`config.mk`:
```
export PLATFORM = sky130hd
export DESIGN_NAME = edge_select
export DESIGN_NICKNAME = d
export VERILOG_FILES = /design/src/edge_select_pkg.sv /design/src/pin_sync.sv /design/src/edge_select.sv
export SDC_FILE = /design/constraint.sdc
export NUM_CORES = 1
export LEC_CHECK = 0
export BUFFER_PORTS_ARGS = -buffer_cell sky130_fd_sc_hd__buf_2
export CAP_MARGIN = 20
export CORE_UTILIZATION = 42
export CTS_BUF_LIST = sky130_fd_sc_hd__clkbuf_16
export DETAILED_ROUTE_END_ITERATION = 12
export GPL_TIMING_DRIVEN = 0
export SETUP_SLACK_MARGIN = 0.1
export SYNTH_ARGS = -nofsm -noshare
export SYNTH_HDL_FRONTEND = slang
export SYNTH_HIERARCHICAL = 1
export SYNTH_SLANG_ARGS = --single-unit
```
`constraint.sdc`:
```
create_clock -name core_clk -period 2.92 [get_ports core_clk]
set_input_delay 0.438 -clock core_clk [delete_from_list [all_inputs] [get_ports core_clk]]
set_output_delay 0.438 -clock core_clk [all_outputs]
set_load 0.03 [all_outputs]
```
`src/edge_select_pkg.sv`:
```
/*
 * Shared constants and types for the clock-edge / polarity select block.
 * Assumes every user sits on the single core_clk domain with a synchronous,
 * active-high reset; pins are synchronised before use.
 */
package edge_select_pkg;

	// clock of the block, for reference in timing arithmetic
	localparam int CORE_CLK_PERIOD_NS = 4;

	// synchroniser depth ahead of any logic
	localparam int SYNC_STAGES = 2;

	// bit positions inside the synchronised pin vector
	localparam int PIN_EDGE_SEL = 0;
	localparam int PIN_MODE = 1;
	localparam int PIN_RX_CLK = 2;
	localparam int PIN_SHIFT_CLK = 3;
	localparam int PIN_RX_NRZ = 4;
	localparam int PIN_RX_POS = 5;
	localparam int PIN_RX_NEG = 6;
	localparam int PIN_COUNT = 7;

	// reset values of the outputs
	localparam logic RX_CLK_RESET = 1'h0;
	localparam logic RX_DATA_RESET = 1'h0;
	localparam logic SERIAL_OUT_RESET = 1'h0;
	localparam logic SERIAL_OE_N_RESET = 1'h1;

	// receive path operating mode
	typedef enum logic {
		MODE_CLOCK_RECOVERY,
		MODE_DATA_RECOVERY
	} rx_mode_t;

	// chooses which detected edge launches new output data:
	// select high launches on the rising edge, low on the falling edge
	function automatic logic launch_now(input logic sel, input logic rise, input logic fall);
		launch_now = sel ? rise : fall;
	endfunction : launch_now

endpackage : edge_select_pkg

```
`src/pin_sync.sv`:
```
/*
 * Two-stage synchroniser with edge detection for a vector of pins.
 * Assumes the inputs are asynchronous to core_clk and change slowly
 * compared to its 4 ns period.
 */
`timescale 1ns/1ns
module pin_sync
	import edge_select_pkg::*;
#(
	parameter int WIDTH = PIN_COUNT
)
(
	// clock and reset
	input wire logic core_clk,
	input wire logic rst,
	// raw pins
	input wire logic [WIDTH-1:0] pin_in,
	// synchronised level and one-cycle edge pulses
	output logic [WIDTH-1:0] level,
	output logic [WIDTH-1:0] rise,
	output logic [WIDTH-1:0] fall
);

	typedef struct packed {
		logic [WIDTH-1:0] meta;
		logic [WIDTH-1:0] stable;
		logic [WIDTH-1:0] prev;
	} sync_state_t;

	sync_state_t st_r;
	sync_state_t st_nxt;

	always_comb
	begin
		st_nxt = st_r;
		st_nxt.meta = pin_in;
		st_nxt.stable = st_r.meta;
		st_nxt.prev = st_r.stable;
	end

	always_ff @(posedge core_clk)
	begin
		if (rst)
		begin
			st_r <= '0;
		end
		else
		begin
			st_r <= st_nxt;
		end
	end

	// meta stage is read only by the stable stage
	assign level = st_r.stable;
	assign rise = st_r.stable & ~st_r.prev;
	assign fall = ~st_r.stable & st_r.prev;

endmodule : pin_sync

```
`src/edge_select.sv`:
```
/*
 * Receive output timing and polarity control driven by the static
 * edge-select pin, plus the launch edge of the serial read output.
 * Assumes the recovered receive clock, the shift clock and all pins are
 * asynchronous and much slower than core_clk (the recovered clock near
 * 12.5 MHz at most), so that every edge is seen by sampling.
 * The serial read bit and its active flag come from core_clk logic.
 */
`timescale 1ns/1ns

module edge_select
	import edge_select_pkg::*;
(
	// clock and reset
	input wire logic core_clk,
	input wire logic rst,
	// static configuration pins
	input wire logic edge_select_pin,
	input wire logic data_recovery_pin,
	// receive side from the line front end
	input wire logic rx_clk_in,
	input wire logic rx_nrz_in,
	input wire logic rx_pos_in,
	input wire logic rx_neg_in,
	// receive outputs toward the framer
	output logic rx_clk_out,
	output logic rx_data_out,
	output logic rx_positive_rail,
	output logic rx_negative_rail,
	// serial control read side
	input wire logic shift_clk_pin,
	input wire logic read_bit,
	input wire logic read_active,
	output logic serial_read_output,
	output logic serial_read_oe_n
);

	typedef struct packed {
		logic edge_sel;
		rx_mode_t mode;
		logic rx_clk;
		logic nrz;
		logic pos;
		logic neg;
		logic ser_out;
		logic ser_oe_n;
	} ctrl_state_t;

	ctrl_state_t st_r;
	ctrl_state_t st_nxt;

	logic [PIN_COUNT-1:0] pins_raw;
	logic [PIN_COUNT-1:0] pins;
	logic [PIN_COUNT-1:0] pins_rise;
	logic [PIN_COUNT-1:0] pins_fall;
	logic sel_now;
	rx_mode_t mode_now;
	logic rx_launch;
	logic ser_launch;

	assign pins_raw[PIN_EDGE_SEL] = edge_select_pin;
	assign pins_raw[PIN_MODE] = data_recovery_pin;
	assign pins_raw[PIN_RX_CLK] = rx_clk_in;
	assign pins_raw[PIN_SHIFT_CLK] = shift_clk_pin;
	assign pins_raw[PIN_RX_NRZ] = rx_nrz_in;
	assign pins_raw[PIN_RX_POS] = rx_pos_in;
	assign pins_raw[PIN_RX_NEG] = rx_neg_in;

	// data pins share the clock's latency, so launch and sample line up
	pin_sync #(
		.WIDTH(PIN_COUNT)
	) u_sync (
		.core_clk(core_clk),
		.rst(rst),
		.pin_in(pins_raw),
		.level(pins),
		.rise(pins_rise),
		.fall(pins_fall)
	);

	assign sel_now = pins[PIN_EDGE_SEL];
	assign mode_now = pins[PIN_MODE] ? MODE_DATA_RECOVERY : MODE_CLOCK_RECOVERY;

	// data changes on the opposite edge so it is stable on the chosen one
	assign rx_launch = launch_now(sel_now, pins_rise[PIN_RX_CLK], pins_fall[PIN_RX_CLK]);

	// read output changes on the edge opposite the sampling edge
	assign ser_launch = launch_now(~sel_now, pins_rise[PIN_SHIFT_CLK], pins_fall[PIN_SHIFT_CLK]);

	always_comb
	begin
		st_nxt = st_r;
		st_nxt.edge_sel = sel_now;
		st_nxt.mode = mode_now;
		unique case (mode_now)
			MODE_CLOCK_RECOVERY:
			begin
				st_nxt.rx_clk = pins[PIN_RX_CLK];
				if (rx_launch)
				begin
					st_nxt.nrz = pins[PIN_RX_NRZ];
					st_nxt.pos = pins[PIN_RX_POS];
					st_nxt.neg = pins[PIN_RX_NEG];
				end
			end
			MODE_DATA_RECOVERY:
			begin
				// no recovered clock here, so hold it quiet
				st_nxt.rx_clk = RX_CLK_RESET;
				st_nxt.nrz = sel_now ? pins[PIN_RX_NRZ] : ~pins[PIN_RX_NRZ];
				st_nxt.pos = sel_now ? pins[PIN_RX_POS] : ~pins[PIN_RX_POS];
				st_nxt.neg = sel_now ? pins[PIN_RX_NEG] : ~pins[PIN_RX_NEG];
			end
		endcase
		// enable follows the frame at once; bit waits for its launch edge
		st_nxt.ser_oe_n = ~read_active;
		if (ser_launch)
		begin
			st_nxt.ser_out = read_bit;
		end
	end

	always_ff @(posedge core_clk)
	begin
		if (rst)
		begin
			st_r.edge_sel <= 1'h0;
			st_r.mode <= MODE_CLOCK_RECOVERY;
			st_r.rx_clk <= RX_CLK_RESET;
			st_r.nrz <= RX_DATA_RESET;
			st_r.pos <= RX_DATA_RESET;
			st_r.neg <= RX_DATA_RESET;
			st_r.ser_out <= SERIAL_OUT_RESET;
			st_r.ser_oe_n <= SERIAL_OE_N_RESET;
		end
		else
		begin
			st_r <= st_nxt;
		end
	end

	assign rx_clk_out = st_r.rx_clk;
	assign rx_data_out = st_r.nrz;
	assign rx_positive_rail = st_r.pos;
	assign rx_negative_rail = st_r.neg;
	assign serial_read_output = st_r.ser_out;
	assign serial_read_oe_n = st_r.ser_oe_n;
endmodule : edge_select

```
==> reports/summary.txt <==
==============================================================================
Area of all sequential standard cells                                  440 um2
Mean cell area of the mapped netlist                                  11.9 um2
Antenna violations before repair                                             0
Final Cycle Share                                                        41.3%
Post-synth net total                                                        79
Yosys synthesis warning count                                                6
Antenna diode count                                                          0
Root Buffer                                                          clkbuf_16
Worst path buffer plus inverter count                                        1
Violation count after the first detailed-routing iteration                   1
Number of cells on the worst hold path                                       2
Synth Cell Area                                                        807 um2
Detailed Route WL                                                       989 um
Number of ports placed on the die boundary                                  17
Start point of the worst hold path                                 read_active
Worst hold path type                                              primary input to register
Post-route antenna net violation count                                       0
Maximum clock path buffer count                                              2
Setup slack on the worst flop-to-flop path                             1.75 ns
Post-route design area                                                1020 um2
Multi-input gate area                                                  295 um2
DRT Pass-1 Iters                                                             4
Global-route usage over all layers                                       11.5%
Hold-fix buffers, CTS                                                        0
Final Util                                                               58.0%
Chip Width                                                             45.8 um
Worst Max-Slew Pin Slew                                               0.182 ns
RSZ-0062 raised after global routing                                        no
Minimum clock period after layout                                      1.21 ns
Via count of the first global-routing pass                                 374
Overflow left after global routing                                           0
Type of the worst setup path                                      register to output pin
Status                                                            finished clean
Delay contributed by the slowest stage of the critical path            0.32 ns
Number of cells on the worst reg-to-reg path                                 4
CTS tree                                                                   yes
Max-slew violation total from the final report                               0
Htree depth                                                                  1
Min-Delay Endpoint                                                serial_read_oe_n
Leak pwr                                                              0.464 nW
Placeable core area                                                   1760 um2
Signal arrival time at the worst endpoint                              0.77 ns
Launch point of the critical path                                 serial_read_output
Count of instances resized after the clock tree is built                     0
Worst reg2reg startpoint                                          u_sync/level[0]
Number of setup buffers added after CTS                                      0
Max-Cap Viols                                                                0
Filler Cells Inserted                                                      182
Kind of start point of the critical path                              register
Routability-driven placement congestion ratio                            0.727
Power Dens Cells                                                    735 nW/um2
Port bufs                                                                   16
Final Net Count                                                            100
Starting utilization of the core area                                    45.7%
Die footprint                                                         2100 um2
Via-per-instance ratio                                                    4.17
Post-DP HPWL                                                            697 um
Post-detailed-route DRC marker count                                         0
Standard cell with the maximum stage delay on the critical path        dfxtp_1
Total number of vias                                                       471
CP max FO                                                                    2
Post-placement cell area                                               918 um2
Capturing point of the worst reg2reg path                         rx_positive_rail
Total count of hold-check failures in the final report                       0
Final total negative setup slack                                          0 ns
TritonCTS Sinks                                                             22
Placement row count                                                         15
Worst slew margin relative to its limit                                  87.5%
Number of CTS-inserted buffers                                               3
Area growth, synth to finish                                             26.8%
Worst vdd rail ir drop                                              0.000387 V
First-pass GRT wire length                                             1.57 mm
Synthesized netlist cell count                                              68
Insertion delay of the later-clocked pin in the worst-skew pair        0.25 ns
Overall die height                                                     45.8 um
Largest clock skew in the final design                              0.00344 ns
Worst EP required                                                      2.48 ns
Largest net degree at the start of global routing                           14
Count of final setup violators                                               0
Dominant delay contributor by cell family on the critical path      flip-flops
Routed wire per std cell                                               8.75 um
Fraction of layout instances using a drive strength above 1              52.3%
Clock-pin slew on the worst setup and hold paths                       0.06 ns
Critical Path End Type                                              output pin
Crit-path cells                                                          buf_2
Max frequency                                                          829 MHz
==============================================================================
## stage by stage
step                hold slack, ns  power, W  std cells  setup WS, ns
finish                       0.343  0.000753        113          1.71
global route                 0.356  0.000781        113          1.68
CTS                          0.342  0.000761        113          1.71
global placement             0.419  0.000383        109          1.78
detailed placement           0.427  0.000384        109          1.77
floorplan                    0.415  0.000368         68          1.81
## flip-flops by register name, indices dropped and copies added, names as in the netlist
register / flops
rx_clk_out: 1
rx_data_out: 1
rx_negative_rail: 1
rx_positive_rail: 1
serial_read_oe_n: 1
serial_read_output: 1
u_sync/level: 7
u_sync/st_nxt: 7
u_sync/st_r: 2
## power by group
group | internal, W | switching, W | total, W
Sequential | 0.000315 | 0.00000396 | 0.000319
Clock | 0.000272 | 0.000104 | 0.000376
Combinational | 0.0000303 | 0.0000277 | 0.0000580
## worst reg2reg max path, delay by kind of cell (launching register included)
kind | cells | cell delay (ns)
multiplexers | 1 | 0.32
flip-flops | 1 | 0.29
AND/OR/NAND/NOR | 1 | 0.24
buffers and inverters | 1 | 0.14
AO/OA/AOI/OAI | 1 | 0.11
## how the worst max path moves through the flow
stage / end / depth (start not counted) / slack [ns]
after floorplan: rx_data_out / 4 / 1.81
after global placement: rx_negative_rail / 4 / 1.78
after detailed placement: rx_positive_rail / 4 / 1.77
after CTS: serial_read_output / 1 / 1.71
after global routing: rx_positive_rail / 4 / 1.68
final: serial_read_output / 1 / 1.71
## layout by cell type (no fill, tap or decap)
master,count
a21oi_1,3
and2b_1,1
buf_2,16
buf_4,6
buf_6,2
bufinv_16,1
clkbuf_16,3
dfxtp_1,22
inv_1,1
mux2_4,1
mux2i_1,2
nand2_1,1
nor2_1,1
nor2b_1,4
nor2b_2,16
nor3b_1,1
o31ai_1,3
or2_4,1
xnor2_1,3
## layer usage
metal	GRT usage, %	vias up	part of all wire (%)
met4	12.4	0	4.4
li1	-	248	-
met3	3.57	6	6.5
met2	15.1	19	44
met1	13.8	198	45
met5	0	-	0
## layout make-up
cell class	instances	area share [%]
sequential	22	43.0
clock inverter	1	2.93
timing repair buffer	16	7.82
buffer	8	6.60
clock buffer	3	7.33
tap	25	3.06
inverter	1	0.367
multi-input combinational	37	28.9
Note: power is estimated with default switching activity, not from simulation.
